File: config.mk
export PLATFORM = sky130hd
export DESIGN_NAME = ods_status
export DESIGN_NICKNAME = d
export VERILOG_FILES = /design/src/ods_pkg.sv /design/src/ods_debounce.sv /design/src/ods_status.sv
export SDC_FILE = /design/constraint.sdc
export NUM_CORES = 1
export LEC_CHECK = 0
export BUFFER_PORTS_ARGS = -buffer_cell sky130_fd_sc_hd__buf_4
export CAP_MARGIN = 15
export CORE_MARGIN = 2
export CORE_UTILIZATION = 49
export CTS_CLUSTER_DIAMETER = 200
export DETAILED_ROUTE_END_ITERATION = 10
export PLACE_DENSITY = 0.76
export SLEW_MARGIN = 30
export SYNTH_ARGS = -nofsm -noshare
export SYNTH_HDL_FRONTEND = slang
export SYNTH_SLANG_ARGS = --single-unit
File: constraint.sdc
create_clock -name sys_clk -period 3.5 [get_ports sys_clk]
set_clock_uncertainty 0.1 [all_clocks]
set_input_delay 0 -clock sys_clk [delete_from_list [all_inputs] [get_ports sys_clk]]
set_output_delay 0 -clock sys_clk [all_outputs]
set_load 0.02 [all_outputs]
File: src/ods_pkg.sv
package ods_pkg;

  localparam logic [7:0] ODS_ADDR_STATUS  = 8'h28;
  localparam logic [7:0] ODS_ADDR_SETUP   = 8'h29;
  localparam logic [7:0] ODS_ADDR_DBCOUNT = 8'h2A;

  localparam logic [7:0] ODS_STATUS_RST  = 8'h00;
  localparam logic [7:0] ODS_SETUP_RST   = 8'h80;
  localparam logic [7:0] ODS_DBCOUNT_RST = 8'h00;

  localparam int ODS_BIT_CHANGE = 7;
  localparam int ODS_BIT_LOCK   = 6;
  localparam int ODS_BIT_UPHI   = 2;
  localparam int ODS_BIT_UPLO   = 1;
  localparam int ODS_BIT_FACE   = 0;
  localparam int ODS_BIT_DBMODE = 7;
  localparam int ODS_BIT_EN     = 6;

  localparam logic [1:0] ODS_UP_PORTRAIT_UP   = 2'h0;
  localparam logic [1:0] ODS_UP_PORTRAIT_DOWN = 2'h1;
  localparam logic [1:0] ODS_UP_LAND_RIGHT    = 2'h2;
  localparam logic [1:0] ODS_UP_LAND_LEFT     = 2'h3;

  localparam logic       ODS_FACE_FRONT = 1'b0;
  localparam logic       ODS_FACE_BACK  = 1'b1;

  localparam logic [7:0] ODS_DB_ZERO = 8'h00;
  localparam logic [7:0] ODS_DB_ONE  = 8'h01;

  typedef struct packed {
    logic       lockout;
    logic [1:0] upright;
    logic       face;
  } ods_pose_t;

  typedef struct packed {
    logic       rd;
    logic       wr;
    logic [7:0] addr;
    logic [7:0] wdata;
  } ods_bus_t;

  localparam ods_pose_t ODS_POSE_RST = '{lockout: 1'b0, upright: ODS_UP_PORTRAIT_UP, face: ODS_FACE_FRONT};

endpackage : ods_pkg

File: src/ods_debounce.sv
`timescale 1ns/100ps
module ods_debounce (
  // Clock and reset.
  input  wire logic      sys_clk,
  input  wire logic      rst_b,
  input  wire logic      clk_en,
  // Control.
  input  wire logic      tick,
  input  wire logic      run,
  input  wire logic      restart,
  input  wire logic      dec_mode,
  input  wire logic [7:0] db_limit,
  input  wire logic      freeze,
  // Candidate and result.
  input  wire ods_pkg::ods_pose_t cand,
  output ods_pkg::ods_pose_t      candidate_r,
  output logic           accept
);

  import ods_pkg::*;

  logic [7:0] cnt_r;
  logic [7:0] cnt_nxt;
  ods_pose_t  cand_nxt;

  always_comb begin
    cnt_nxt  = cnt_r;
    cand_nxt = candidate_r;
    accept   = 1'b0;
    if (restart) begin
      cnt_nxt = ODS_DB_ZERO;
    end else if (run && tick && !freeze) begin
      if (cand != candidate_r) begin
        cand_nxt = cand;
        if (dec_mode) begin
          cnt_nxt = (cnt_r == ODS_DB_ZERO) ? ODS_DB_ZERO : cnt_r - ODS_DB_ONE;
        end else begin
          cnt_nxt = ODS_DB_ZERO;
        end
      end else if (cnt_r < db_limit) begin
        cnt_nxt = cnt_r + ODS_DB_ONE;
      end
      // Accept once the candidate holds and the count reaches db_limit; in dec_mode a change only steps the count down.
      accept = (cand == candidate_r) && (cnt_nxt >= db_limit);
    end
  end

  always_ff @(posedge sys_clk or negedge rst_b) begin
    if (!rst_b) begin
      cnt_r       <= ODS_DB_ZERO;
      candidate_r <= ODS_POSE_RST;
    end else if (clk_en) begin
      cnt_r       <= cnt_nxt;
      candidate_r <= cand_nxt;
    end
  end

endmodule : ods_debounce

File: src/ods_status.sv
`timescale 1ns/100ps
module ods_status (
  // Clock, reset, enable.
  input  wire logic      sys_clk,
  input  wire logic      rst_b,
  input  wire logic      clk_en,
  // Register access from the serial host interface.
  input  ods_pkg::ods_bus_t bus,
  output logic [7:0]     rdata_r,
  // Sensor side.
  input  wire logic      odr_tick,
  input  wire ods_pkg::ods_pose_t raw_pose,
  input  wire logic      over_range,
  input  wire logic      active_mode,
  input  wire logic      trig_mode,
  input  wire logic      wake_mode,
  input  wire logic      soft_reset,
  input  wire logic [7:0] debounce_count_value,
  // Outputs to the rest of the device.
  output logic           pose_change_flag,
  output logic           pose_irq_source,
  output logic           aslp_timer_clr,
  output logic           pose_detect_en
);

  import ods_pkg::*;

  // Pose result group.
  ods_pose_t  pose_r;
  ods_pose_t  pose_nxt;
  logic       first_r;
  logic       first_nxt;
  // Change flag group.
  logic       flag_r;
  logic       flag_nxt;
  // Setup register group.
  logic       setup_dbm_r;
  logic       setup_dbm_nxt;
  logic       setup_en_r;
  logic       setup_en_nxt;
  // Read data group.
  logic [7:0] rdata_nxt;
  // Edge history group.
  logic       run_prev_r;
  logic       run_prev_nxt;
  logic       wake_prev_r;
  logic       wake_prev_nxt;
  logic       flag_prev_r;
  logic       flag_prev_nxt;
  // Decoded strobes and debounce hand-off.
  logic       run_now;
  logic       go_active;
  logic       restart;
  logic       accept;
  logic       set_evt;
  logic       rd_status;
  logic       wr_setup;
  ods_pose_t  cand_r;

  // True when the bus presents the given kind of access to the given address.
  function automatic logic bus_hit(input ods_bus_t b, input logic is_wr, input logic [7:0] addr);
    return (is_wr ? b.wr : b.rd) && (b.addr == addr);
  endfunction : bus_hit

  // Packs the change flag and the pose fields into the status byte; reserved bits read zero.
  function automatic logic [7:0] pack_status(input logic flag, input ods_pose_t p);
    logic [7:0] byte_v;
    byte_v                            = ODS_STATUS_RST;
    byte_v[ODS_BIT_CHANGE]            = flag;
    byte_v[ODS_BIT_LOCK]              = p.lockout;
    byte_v[ODS_BIT_UPHI:ODS_BIT_UPLO] = p.upright;
    byte_v[ODS_BIT_FACE]              = p.face;
    return byte_v;
  endfunction : pack_status

  // Packs the setup fields; the unused bits read zero.
  function automatic logic [7:0] pack_setup(input logic dbm, input logic en);
    logic [7:0] byte_v;
    byte_v                 = '0;
    byte_v[ODS_BIT_DBMODE] = dbm;
    byte_v[ODS_BIT_EN]     = en;
    return byte_v;
  endfunction : pack_setup

  assign run_now   = active_mode | trig_mode;
  assign go_active = run_now & ~run_prev_r;
  // Any run-state or wake/sleep change restarts the debounce.
  assign restart   = (run_now ^ run_prev_r) | (wake_mode ^ wake_prev_r) | soft_reset;
  assign rd_status = bus_hit(bus, 1'b0, ODS_ADDR_STATUS);
  assign wr_setup  = bus_hit(bus, 1'b1, ODS_ADDR_SETUP);

  ods_debounce u_deb (
    .sys_clk     (sys_clk),
    .rst_b       (rst_b),
    .clk_en      (clk_en),
    .tick        (odr_tick),
    .run         (run_now & setup_en_r),
    .restart     (restart),
    .dec_mode    (~setup_dbm_r),
    .db_limit    (debounce_count_value),
    .freeze      (over_range),
    .cand        (raw_pose),
    .candidate_r (cand_r),
    .accept      (accept)
  );

  always_comb begin
    pose_nxt  = pose_r;
    first_nxt = first_r;
    set_evt   = 1'b0;
    if (go_active || soft_reset) begin
      pose_nxt  = ODS_POSE_RST;
      first_nxt = ~soft_reset;
    end else if (accept) begin
      // Fields track live even when the flag is already pending.
      pose_nxt  = cand_r;
      first_nxt = 1'b0;
      set_evt   = first_r || (cand_r != pose_r);
    end
    if (!run_now) begin
      first_nxt = 1'b0;
    end
  end

  always_ff @(posedge sys_clk or negedge rst_b) begin
    if (!rst_b) begin
      pose_r  <= ODS_POSE_RST;
      first_r <= 1'b0;
    end else if (clk_en) begin
      pose_r  <= pose_nxt;
      first_r <= first_nxt;
    end
  end

  always_comb begin
    setup_dbm_nxt = setup_dbm_r;
    setup_en_nxt  = setup_en_r;
    if (wr_setup) begin
      setup_dbm_nxt = bus.wdata[ODS_BIT_DBMODE];
      setup_en_nxt  = bus.wdata[ODS_BIT_EN];
    end
    if (soft_reset) begin
      setup_dbm_nxt = ODS_SETUP_RST[ODS_BIT_DBMODE];
      setup_en_nxt  = ODS_SETUP_RST[ODS_BIT_EN];
    end
  end

  always_ff @(posedge sys_clk or negedge rst_b) begin
    if (!rst_b) begin
      setup_dbm_r <= ODS_SETUP_RST[ODS_BIT_DBMODE];
      setup_en_r  <= ODS_SETUP_RST[ODS_BIT_EN];
    end else if (clk_en) begin
      setup_dbm_r <= setup_dbm_nxt;
      setup_en_r  <= setup_en_nxt;
    end
  end

  always_comb begin
    flag_nxt = flag_r;
    if (rd_status || soft_reset) begin
      flag_nxt = 1'b0;
    end
    // A new event wins over a clearing read in the same cycle.
    if (set_evt) begin
      flag_nxt = 1'b1;
    end
  end

  always_ff @(posedge sys_clk or negedge rst_b) begin
    if (!rst_b) begin
      flag_r <= ODS_STATUS_RST[ODS_BIT_CHANGE];
    end else if (clk_en) begin
      flag_r <= flag_nxt;
    end
  end

  always_comb begin
    rdata_nxt = rdata_r;
    if (bus.rd) begin
      unique case (bus.addr)
        ODS_ADDR_STATUS: rdata_nxt = pack_status(flag_r, pose_r);
        ODS_ADDR_SETUP:  rdata_nxt = pack_setup(setup_dbm_r, setup_en_r);
        default:         rdata_nxt = '0;
      endcase
    end
  end

  always_ff @(posedge sys_clk or negedge rst_b) begin
    if (!rst_b) begin
      rdata_r <= '0;
    end else if (clk_en) begin
      rdata_r <= rdata_nxt;
    end
  end

  always_comb begin
    run_prev_nxt  = run_now;
    wake_prev_nxt = wake_mode;
    flag_prev_nxt = flag_r;
  end

  always_ff @(posedge sys_clk or negedge rst_b) begin
    if (!rst_b) begin
      run_prev_r  <= 1'b0;
      wake_prev_r <= 1'b0;
      flag_prev_r <= 1'b0;
    end else if (clk_en) begin
      run_prev_r  <= run_prev_nxt;
      wake_prev_r <= wake_prev_nxt;
      flag_prev_r <= flag_prev_nxt;
    end
  end

  assign pose_change_flag = flag_r;
  assign pose_irq_source  = flag_r;
  assign aslp_timer_clr   = clk_en & flag_r & ~flag_prev_r;
  assign pose_detect_en   = setup_en_r;

endmodule : ods_status

After elaboration in Yosys (flattened, before gate mapping):

Cells that the tools add are included.

* register bits after elaboration: 31
* input port bits: 39
* output and inout bits: 12
* logic and storage cells: 83

* $add $sub $neg: 2
* magnitude comparators: 2
* equal/unequal tests: 6
* multiplexer cells: 24
* bitwise logic cells: 13
* reduce and logical (&&, ||, !) cells: 21

Operators by type and width (number)
* 8-bit 2-to-1 mux: 8
* 8-bit by 6-bit equality test with 1-bit output, second input constant: 2
* 8-bit case mux with 2 select lines: 1
* 1-bit 2-to-1 mux: 13
* 2-bit AND reduction: 6
* 8-bit by 1-bit adder with 8-bit output, second input constant: 1
* 8-bit >= comparator: 1
* 8-bit zero test: 1
* 8-bit < comparator: 1
* 4-bit 2-to-1 mux: 2
* 4-bit inequality test: 2
* 2-bit nonzero test: 4
* 8-bit by 1-bit subtractor with 8-bit output, second input constant: 1
* 1-bit logical AND: 5
* 1-bit bitwise AND: 4
* 4-bit equality test: 1
* 1-bit inverter: 4
* 4-bit AND reduction: 1
* 1-bit logical OR: 3
* 3-bit by 1-bit inequality test with 1-bit output, second input constant: 1
* 1-bit bitwise OR: 3
* 1-bit XOR: 2
* 1-bit zero test: 1

Longest topological paths before layout:

Gate-level depths: netlist (run 1).

* depth after elaboration: 14
* gate-level depth with buffers: 14
* gate-level depth less buffers: 13

By module:

Synthesis (run 1) repeated with hierarchy kept, for this count alone.

* cell total of the unflattened synthesis: 250
* area, all modules: 2210.9 µm²

By module, submodules not included
* ods_debounce: instances 1, cells an instance 172, area each 1393.8 µm², seq. area each 300.3 µm²
* ods_status: instances 1, cells an instance 78, area each 817.0 µm², seq. area each 401.6 µm²

Worst setup path after synthesis (run 1):

OpenSTA, ideal clock, no wires.

* kind: reg-to-reg
* from: reg u_deb.cnt_r[7]
* to: reg first_r
* setup time: 0.079 ns
* arrival: 3.200 ns
* required time: 3.321 ns
* setup slack: 0.120 ns
* stages on the path, launching flop included: 13
* path buffers: 0
* period minus slack after synthesis: 3.380 ns
* path through: dfrtp_1 > ha_1 > nand2_1 > o21ai_0 > a211oi_1 > a22o_1 > o21a_1 > ha_1 > or4_1 > a21oi_1 > o31ai_1 > a2bb2oi_1 > mux2i_1

* cells in the longest elaborated chain, start to end: 12
* elaborated cells on any way between the ends: 16
* those cells by class: add/sub (2); order compare (2); eq/ne (1); mux (8); reduce/logical (3)

Ends and longest elaborated chain
* start, declared: line ods_debounce.sv:22 `logic [7:0] cnt_r;`
* start signal, assigned: line ods_debounce.sv:53 `cnt_r <= cnt_nxt;`
* 8-bit by 1-bit subtractor with 8-bit output or 8-bit zero test (tied branches): line ods_debounce.sv:36 `cnt_nxt = (cnt_r == ODS_DB_ZERO) ? ODS_DB_ZERO : cnt_r - ODS_DB_ONE;`
* 8-bit 2-to-1 mux: line ods_debounce.sv:36
* 8-bit 2-to-1 mux: line ods_debounce.sv:35 `if (dec_mode) begin`
* 8-bit 2-to-1 mux *: line ods_debounce.sv:33 `if (cand != candidate_r) begin`
* 8-bit 2-to-1 mux *: line ods_debounce.sv:32 `end else if (run && tick && !freeze) begin`
* 8-bit 2-to-1 mux *: line ods_debounce.sv:30 `if (restart) begin`
* 8-bit >= comparator *: line ods_debounce.sv:44 `accept = (cand == candidate_r) && (cnt_nxt >= db_limit);`
* 1-bit logical AND *: line ods_debounce.sv:44
* 1-bit 2-to-1 mux *: line ods_debounce.sv:32
* 1-bit 2-to-1 mux *: line ods_debounce.sv:30
* 3-bit by 1-bit inequality test with 1-bit output (no source line) *
* 2-bit AND reduction (no source line) *
* end signal, assigned: line ods_status.sv:131 `first_r <= first_nxt;`
* end, declared: line ods_status.sv:31 `logic first_r;`

Every way passes the cells marked *; elsewhere a longest branch is shown, timed or not. The select of a mux whose other input is x is not followed.
A chain may end at the register's enable or synchronous reset.

Worst setup path after layout (run 1):

* from: reg u_deb.cnt_r[2]
* to: reg first_r

Same word-level chain as after synthesis.

==> flow_summary.json, run 1 <==
{
  "setup_viol_count_final": 0,
  "fin_util": 0.7215,
  "powerDensity_mw_per_mm2": 242.3,
  "synth_enable_flop_cells": 0,
  "p_leak_nw": 1.477,
  "timing.fmax_mhz": 296.6,
  "synth_top_family_by_area": "compound AO/OA/AOI/OAI gates",
  "grt_antenna_before_repair": 0,
  "cp_data_required_time_ns": 3.62,
  "worstMarginPinSlew_ns": 0.6977,
  "clk_latency_ns": 0.28,
  "gp_congestion": 0.8865,
  "syn_area_per_cell_sq_um": 9.061,
  "ir_worst_vdd_mv": 0.3270,
  "hpwl_mm": 4.359,
  "wirelength_mm": 6.225,
  "ff2ff_setup_slack_ns": 0.13,
  "slew_headroom": 0.5287,
  "vias": 2281,
  "fp.dieH_um": 71.72,
  "htree_levels": 1,
  "status": "completed",
  "report.final.slew_viol_count": 0,
  "antenna_cells": 0,
  "crit_fanout": 6,
  "fillers": 329,
  "synth_xor_area_frac": 0.05067,
  "clkSlewWorstSetupHoldPaths_ns": 0.11,
  "setup-tns-final_ns": 0,
  "path_class": "reg -> reg",
  "grt_pass1_vias": 2124,
  "yosys_warnings": 0,
  "worstPathArrival_ns": 3.49,
  "hp-class": "in -> reg",
  "cp_slowest_cell": "or4_4",
  "synthAdderAreaFrac": 0.1058,
  "finalCriticalPeriod_ns": 3.372,
  "fin_nets": 383,
  "num_rows": 24,
  "ys_seq_area_frac": 0.3124,
  "synthSimpleGateAreaFrac": 0.1682,
  "coreArea_sq_mm": 0.004384,
  "synthDistinctLibCells": 58,
  "ant_nets": 0,
  "start_util": 0.5126,
  "cts.path.max_buffers": 2,
  "finalHoldViolations": 0,
  "dr.pass1.iters": 5,
  "syn_to_final_growth_pct": 40.76,
  "io_pins": 51,
  "rsz0062_at_grt": "true",
  "drtIter0Drc": 178,
  "dieArea_sq_mm": 0.005144,
  "crit_path_end_kind": "flop",
  "cts_made_buffers": 3,
  "ys_ff_latch": 28,
  "fp.dieW_um": 71.72,
  "overflow": 0,
  "clock-sinks": 28,
  "wl_per_cell_um": 16.56,
  "slowest_delay_ns": 0.55,
  "grt_first_pass_wirelength_mm": 9.846,
  "tritoncts": "built",
  "cts-root-buf": "clkbuf_8",
  "viasPerCell": 6.066,
  "grt_max_degree": 29,
  "path_cells": "ha_4 -> nand2_1 -> o21ai_4 -> a211oi_4 -> a22o_1 -> o21a_1 -> ha_1 -> or4_4 -> a21oi_4 -> o31ai_4 -> a2bb2oi_1 -> buf_4 -> mux2i_1",
  "maxCapViolCount": 0,
  "syn-cell-area_sq_mm": 0.002247,
  "synth_async_sr_flop_share": 1.000,
  "period_share": 0.9634,
  "syn_inst": 248,
  "synth-main-ff-cell": "dfrtp_1",
  "gr-usage-all-layers": 0.2376,
  "critical_path.startpoint_type": "flop",
  "synth_compound_area_frac": 0.2444,
  "drcViolationCount": 0,
  "io_buffers": 41,
  "synth_mux_area_frac": 0.05178,
  "layout-drive-gt1-share": 0.3302
}
==> layer usage <==
layer	GRT usage	wire length, um	vias to the layer above	part of all wire
met3	0.02532	296	14	0.048
met2	0.4012	3103	96	0.50
li1	-	-	1080	-
met4	0.05660	106	0	0.017
met5	0	0	-	0
met1	0.3277	2719	1091	0.44
==> where the power goes <==
group | internal, mW | leakage (nW) | switching (mW)
clock | 0.153 | 0.0357 | 0.114
sequential | 0.329 | 0.379 | 0.00398
combinational | 0.0818 | 1.06 | 0.0839
total | 0.565 | 1.48 | 0.202
==> cells in the mapped netlist, drive strengths merged, types with 2 or more instances <==
cell type | instances | area [sq um]
nor2b | 2 | 12.51
a21o | 2 | 15.01
xor2 | 5 | 43.79
inv | 21 | 78.83
nor2 | 12 | 45.04
o31ai | 3 | 22.52
o22ai | 3 | 18.77
xnor2 | 8 | 70.07
a2bb2oi | 3 | 26.28
o21ai | 15 | 75.07
nor3b | 2 | 15.01
o211ai | 4 | 30.03
o221ai | 2 | 17.52
mux2i | 6 | 60.06
a32oi | 2 | 17.52
mux2 | 5 | 56.30
o21a | 3 | 22.52
nand4 | 2 | 12.51
and3 | 3 | 18.77
a211oi | 5 | 37.54
nand2 | 13 | 48.80
nor4 | 7 | 50.05
dfrtp | 27 | 675.7
a22o | 9 | 78.83
buf | 5 | 41.29
nand2b | 3 | 18.77
clkbuf | 7 | 26.28
nand3 | 6 | 30.03
o2bb2ai | 3 | 32.53
nor3 | 5 | 25.02
ha | 19 | 237.7
or3 | 3 | 23.77
a2111oi | 2 | 23.77
or4 | 3 | 26.27
a21oi | 11 | 55.05
a31oi | 2 | 12.51
==> placed cells by master (no fill, tap or decap), types with 3 or more instances in the layout <==
cell           instances
ha_1                  17
a22o_1                 9
dfrtp_1               26
xor2_1                 5
buf_4                 66
xnor2_1                8
nor4_1                 5
clkbuf_8               3
o211ai_1               4
nand3_1                6
a21oi_1                4
inv_1                 21
nand2_1               13
o21a_1                 3
conb_1                 3
and3_1                 3
a2bb2oi_1              3
nor3_1                 5
mux2_2                 5
a21oi_2                5
dlygate4sd3_1         14
nor2_1                10
mux2i_1                6
o21ai_0               11
o22ai_1                3
==> stage by stage <==
step | power [mW] | instance area [sq um] | hold slack [ns] | std cells | setup slack, ns
finish | 0.7663 | 3163 | 0.01007 | 376 | 0.1280
global route | 0.7955 | 3163 | 0.03185 | 376 | -0.07691
CTS | 0.7477 | 2958 | 0.002147 | 371 | 0.01705
detailed placement | 0.4696 | 2725 | -0.1541 | 353 | -0.02176
global placement | 0.4665 | 2725 | -0.1552 | 353 | 0.07219
floorplan | 0.4095 | 2255 | -0.3956 | 250 | 0.1201
==> state kept, by name, summed over array words and instances (netlist names) <==
| register | cells |
|---|---|
| first_r | 1 |
| pose_change_flag | 1 |
| setup_dbm_r | 1 |
| u_deb.candidate_r | 4 |
| run_prev_r | 1 |
| wake_prev_r | 1 |
| pose_r | 4 |
| u_deb.cnt_r | 8 |
| pose_detect_en | 1 |
| flag_prev_r | 1 |
| rdata_r | 5 |
==> area by class of cell <==
type / count / area (sq um) / area share
timing repair buffer: 82 / 658.1 / 0.2081
clock inverter: 1 / 30.03 / 0.009494
inverter: 21 / 78.83 / 0.02492
clock buffer: 3 / 41.29 / 0.01305
tap: 52 / 65.06 / 0.02057
multi-input combinational: 189 / 1587 / 0.5016
sequential: 28 / 703.2 / 0.2223
==> timing repair <==
action / 4_1_cts / 5_1_grt
setup buffers: 0 / 6
setup endpoints to repair: 5 / 6
pin swaps: 0 / 15
gates resized for setup: 4 / 34
endpoints found under the hold margin: 39 / 0
hold buffers: 14 / 0
==> critical path, delay by kind of cell, from the launching register on <==
family	cells	cell delay (ns)
AO/OA/AOI/OAI	7	1.35
adder cells (fa/ha/maj)	2	0.47
buffers and inverters	1	0.16
flip-flops	1	0.42
multiplexers	1	0.18
AND/OR/NAND/NOR	2	0.63
==> cell families after synthesis <==
group | Yosys count
other cells | 1
flops | 28
simple gates | 67
xor+xnor | 13
fa+ha+maj | 19
compound gates | 76
mux | 11
buf+inv | 33
==> path summary, 6_finish.rpt <==
| path | endpoint | cells past startpoint | start |
|---|---|---|---|
| worst min-delay path | rdata_r[7]$_DFFE_PN0P_ | 3 | bus[11] |
| worst min register to register | rdata_r[7]$_DFFE_PN0P_ | 2 | rdata_r[7]$_DFFE_PN0P_ |
| min in group asynchronous | flag_prev_r$_DFFE_PN0P_ | 2 | rst_b |
| worst max register to register | first_r$_DFFE_PN0P_ | 13 | u_deb.cnt_r[2]$_DFFE_PN0P_ |
| max in group asynchronous | setup_dbm_r$_DFFE_PN1P_ | 2 | rst_b |
| worst max-delay path | first_r$_DFFE_PN0P_ | 13 | u_deb.cnt_r[2]$_DFFE_PN0P_ |
No activity file was read; power rests on OpenSTA's default activity.
==> inputs of run 2 (changes only) <==
--- a/config.mk
+++ b/config.mk
@@ -7,6 +7,7 @@
 export LEC_CHECK = 0
 export BUFFER_PORTS_ARGS = -buffer_cell sky130_fd_sc_hd__buf_4
 export CAP_MARGIN = 15
+export CORE_ASPECT_RATIO = 1.75
 export CORE_MARGIN = 2
 export CORE_UTILIZATION = 49
 export CTS_CLUSTER_DIAMETER = 200
==> constraint.sdc (replaced) <==
create_clock -name sys_clk -period 2.8 [get_ports sys_clk]
set_clock_uncertainty 0.1 [all_clocks]
set_input_delay 0 -clock sys_clk [delete_from_list [all_inputs] [get_ports sys_clk]]
set_output_delay 0 -clock sys_clk [all_outputs]
set_load 0.02 [all_outputs]
==> flow_summary.json, run 2 (same netlist as run 1, synthesis figures left out) <==
{
  "hp-class": "in -> reg",
  "path_class": "reg -> reg",
  "critical_path.startpoint_type": "flop",
  "ant_nets": 0,
  "wirelength_mm": 8.441,
  "antenna_cells": 0,
  "grt_antenna_before_repair": 0,
  "violations": "negative setup slack",
  "viasPerCell": 6.093,
  "path_cells": "buf_4 -> ha_4 -> and3_1 -> o211ai_1 -> a21oi_4 -> xnor2_1 -> o22ai_1 -> ha_2 -> or4_4 -> a21oi_4 -> o31ai_4 -> and3_4 -> a22o_1",
  "overflow": 0,
  "ir_worst_vdd_mv": 0.4969,
  "syn_to_final_growth_pct": 62.97,
  "gr-usage-all-layers": 0.3468,
  "hpwl_mm": 5.635,
  "cp_slowest_cell": "or4_4",
  "worstPathArrival_ns": 3.39,
  "layout_commonest_cell": "buf_4",
  "setup_slack_ns": -0.5251,
  "most-common-layout-cells": "111 x buf_4, 25 x dfrtp_1, 21 x inv_1, 14 x dlygate4sd3_1, 11 x nand2_1",
  "crit_family": "compound AO/OA/AOI/OAI gates",
  "grt_first_pass_wirelength_mm": 12.92,
  "layout-drive-gt1-share": 0.4620,
  "crit_start": "u_deb.cnt_r[1]$_DFFE_PN0P_",
  "cts_made_buffers": 3,
  "gp_congestion": 1.023,
  "fin_util": 0.8315,
  "finalCriticalPeriod_ns": 3.325,
  "num_rows": 32,
  "largestRegisters": "u_deb.cnt_r: 8 flops, rdata_r: 5 flops",
  "final_cells": 419,
  "clock-sinks": 28,
  "coreArea_sq_mm": 0.004404,
  "period_share": 1.188,
  "crit_path_end_kind": "flop",
  "maxCapViolCount": 0,
  "vias": 2553,
  "largest_reg_flops": 8,
  "worstMarginPinSlew_ns": 0.6312,
  "grt_pass1_vias": 2693,
  "fp.dieW_um": 55.19,
  "min-delay-start": "bus[8]",
  "tritoncts": "built",
  "holdWs_ns": 0.0002883,
  "setup_viol_count_final": 6,
  "io_buffers": 41,
  "drtIter0Drc": 86,
  "fp.dieH_um": 93.59,
  "cp_common_cell": "a21oi_4",
  "timing.rr.start": "u_deb.cnt_r[1]$_DFFE_PN0P_",
  "wl_per_cell_um": 20.15,
  "powerDensity_mw_per_mm2": 274.3,
  "crit_fanout": 6,
  "slowest_delay_ns": 0.52,
  "dr.pass1.iters": 4,
  "htree_levels": 1,
  "rsz0062_at_grt": "true",
  "path_buf_inv": 1,
  "start_util": 0.5102,
  "clkSlewWorstSetupHoldPaths_ns": 0.10,
  "fin_nets": 427,
  "drcViolationCount": 0,
  "dp_cells": 392,
  "finalHoldViolations": 0,
  "registers.top_by_ff_count": "u_deb.cnt_r",
  "fillers": 263,
  "dieArea_sq_mm": 0.005165,
  "place_ws_ns": -0.7621,
  "timing.fmax_mhz": 300.7,
  "clk_latency_ns": 0.28,
  "grt_max_degree": 29,
  "io_pins": 51,
  "slew_headroom": 0.5736,
  "cts.path.max_buffers": 2,
  "status": "finished, violations left",
  "p_leak_nw": 1.691,
  "cp_data_required_time_ns": 2.87,
  "cts-root-buf": "clkbuf_8",
  "report.final.slew_viol_count": 0
}
[run 2: changes by cell type in the layout (fill, tap and decap cells not counted), sizes merged]
cell	previous run	this run
buf	68	112
[run 2: metal layers]
layer	wire, um	track usage
met2	4548	0.5982
met3	352	0.06230
met1	2949	0.3564
met5	0	0
met4	590	0.2297
[run 2: area by class of cell]
type	instances	area, sq um	share of cell area
multi-input combinational	189	1750	0.4780
timing repair buffer	126	993.5	0.2713
sequential	28	704.4	0.1923
inverter	21	78.83	0.02152
tap	51	63.81	0.01742
clock buffer	3	41.29	0.01127
clock inverter	1	30.03	0.008200
[run 2: path summary, 6_finish.rpt]
check / to / slack (ns) / cells after the start
min reg2reg: rdata_r[7]$_DFFE_PN0P_ / 0.41 / 2
min in group asynchronous: u_deb.cnt_r[1]$_DFFE_PN0P_ / 0.07 / 2
min: rdata_r[6]$_DFFE_PN0P_ / 0.0003 / 3
max in group asynchronous: setup_dbm_r$_DFFE_PN1P_ / 2.21 / 2
max: pose_r[3]$_DFFE_PN0P_ / -0.53 / 13
max reg2reg: pose_r[3]$_DFFE_PN0P_ / -0.53 / 13
[run 2: power by group]
part / internal, mW / leakage (nW) / switching (mW)
Combinational: 0.133 / 1.28 / 0.129
Clock: 0.192 / 0.0357 / 0.134
Sequential: 0.412 / 0.377 / 0.00643
[run 2: tightest hold or removal path, cell delays in order]
cell and delay (ns):
buf_4 0.13, mux2i_1 0.14, o31ai_1 0.07
[run 2: repair_timing]
action | CTS | global route
setup endpoints to repair | 6 | 6
endpoints found under the hold margin | 40 | 0
hold buffers | 14 | 0
pin swaps | 19 | 4
resized for setup | 31 | 16
setup buffers | 7 | 3
[run 2: per-stage QoR]
stage	cell area (sq um)	TNS (ns)	power [mW]
finish	3662	-2.943	1.005
floorplan	2366	-1.678	0.5261
global route	3662	-3.629	1.050
global placement	3124	-3.990	0.6251
detailed placement	3124	-4.427	0.6291
CTS	3567	-2.399	0.9904
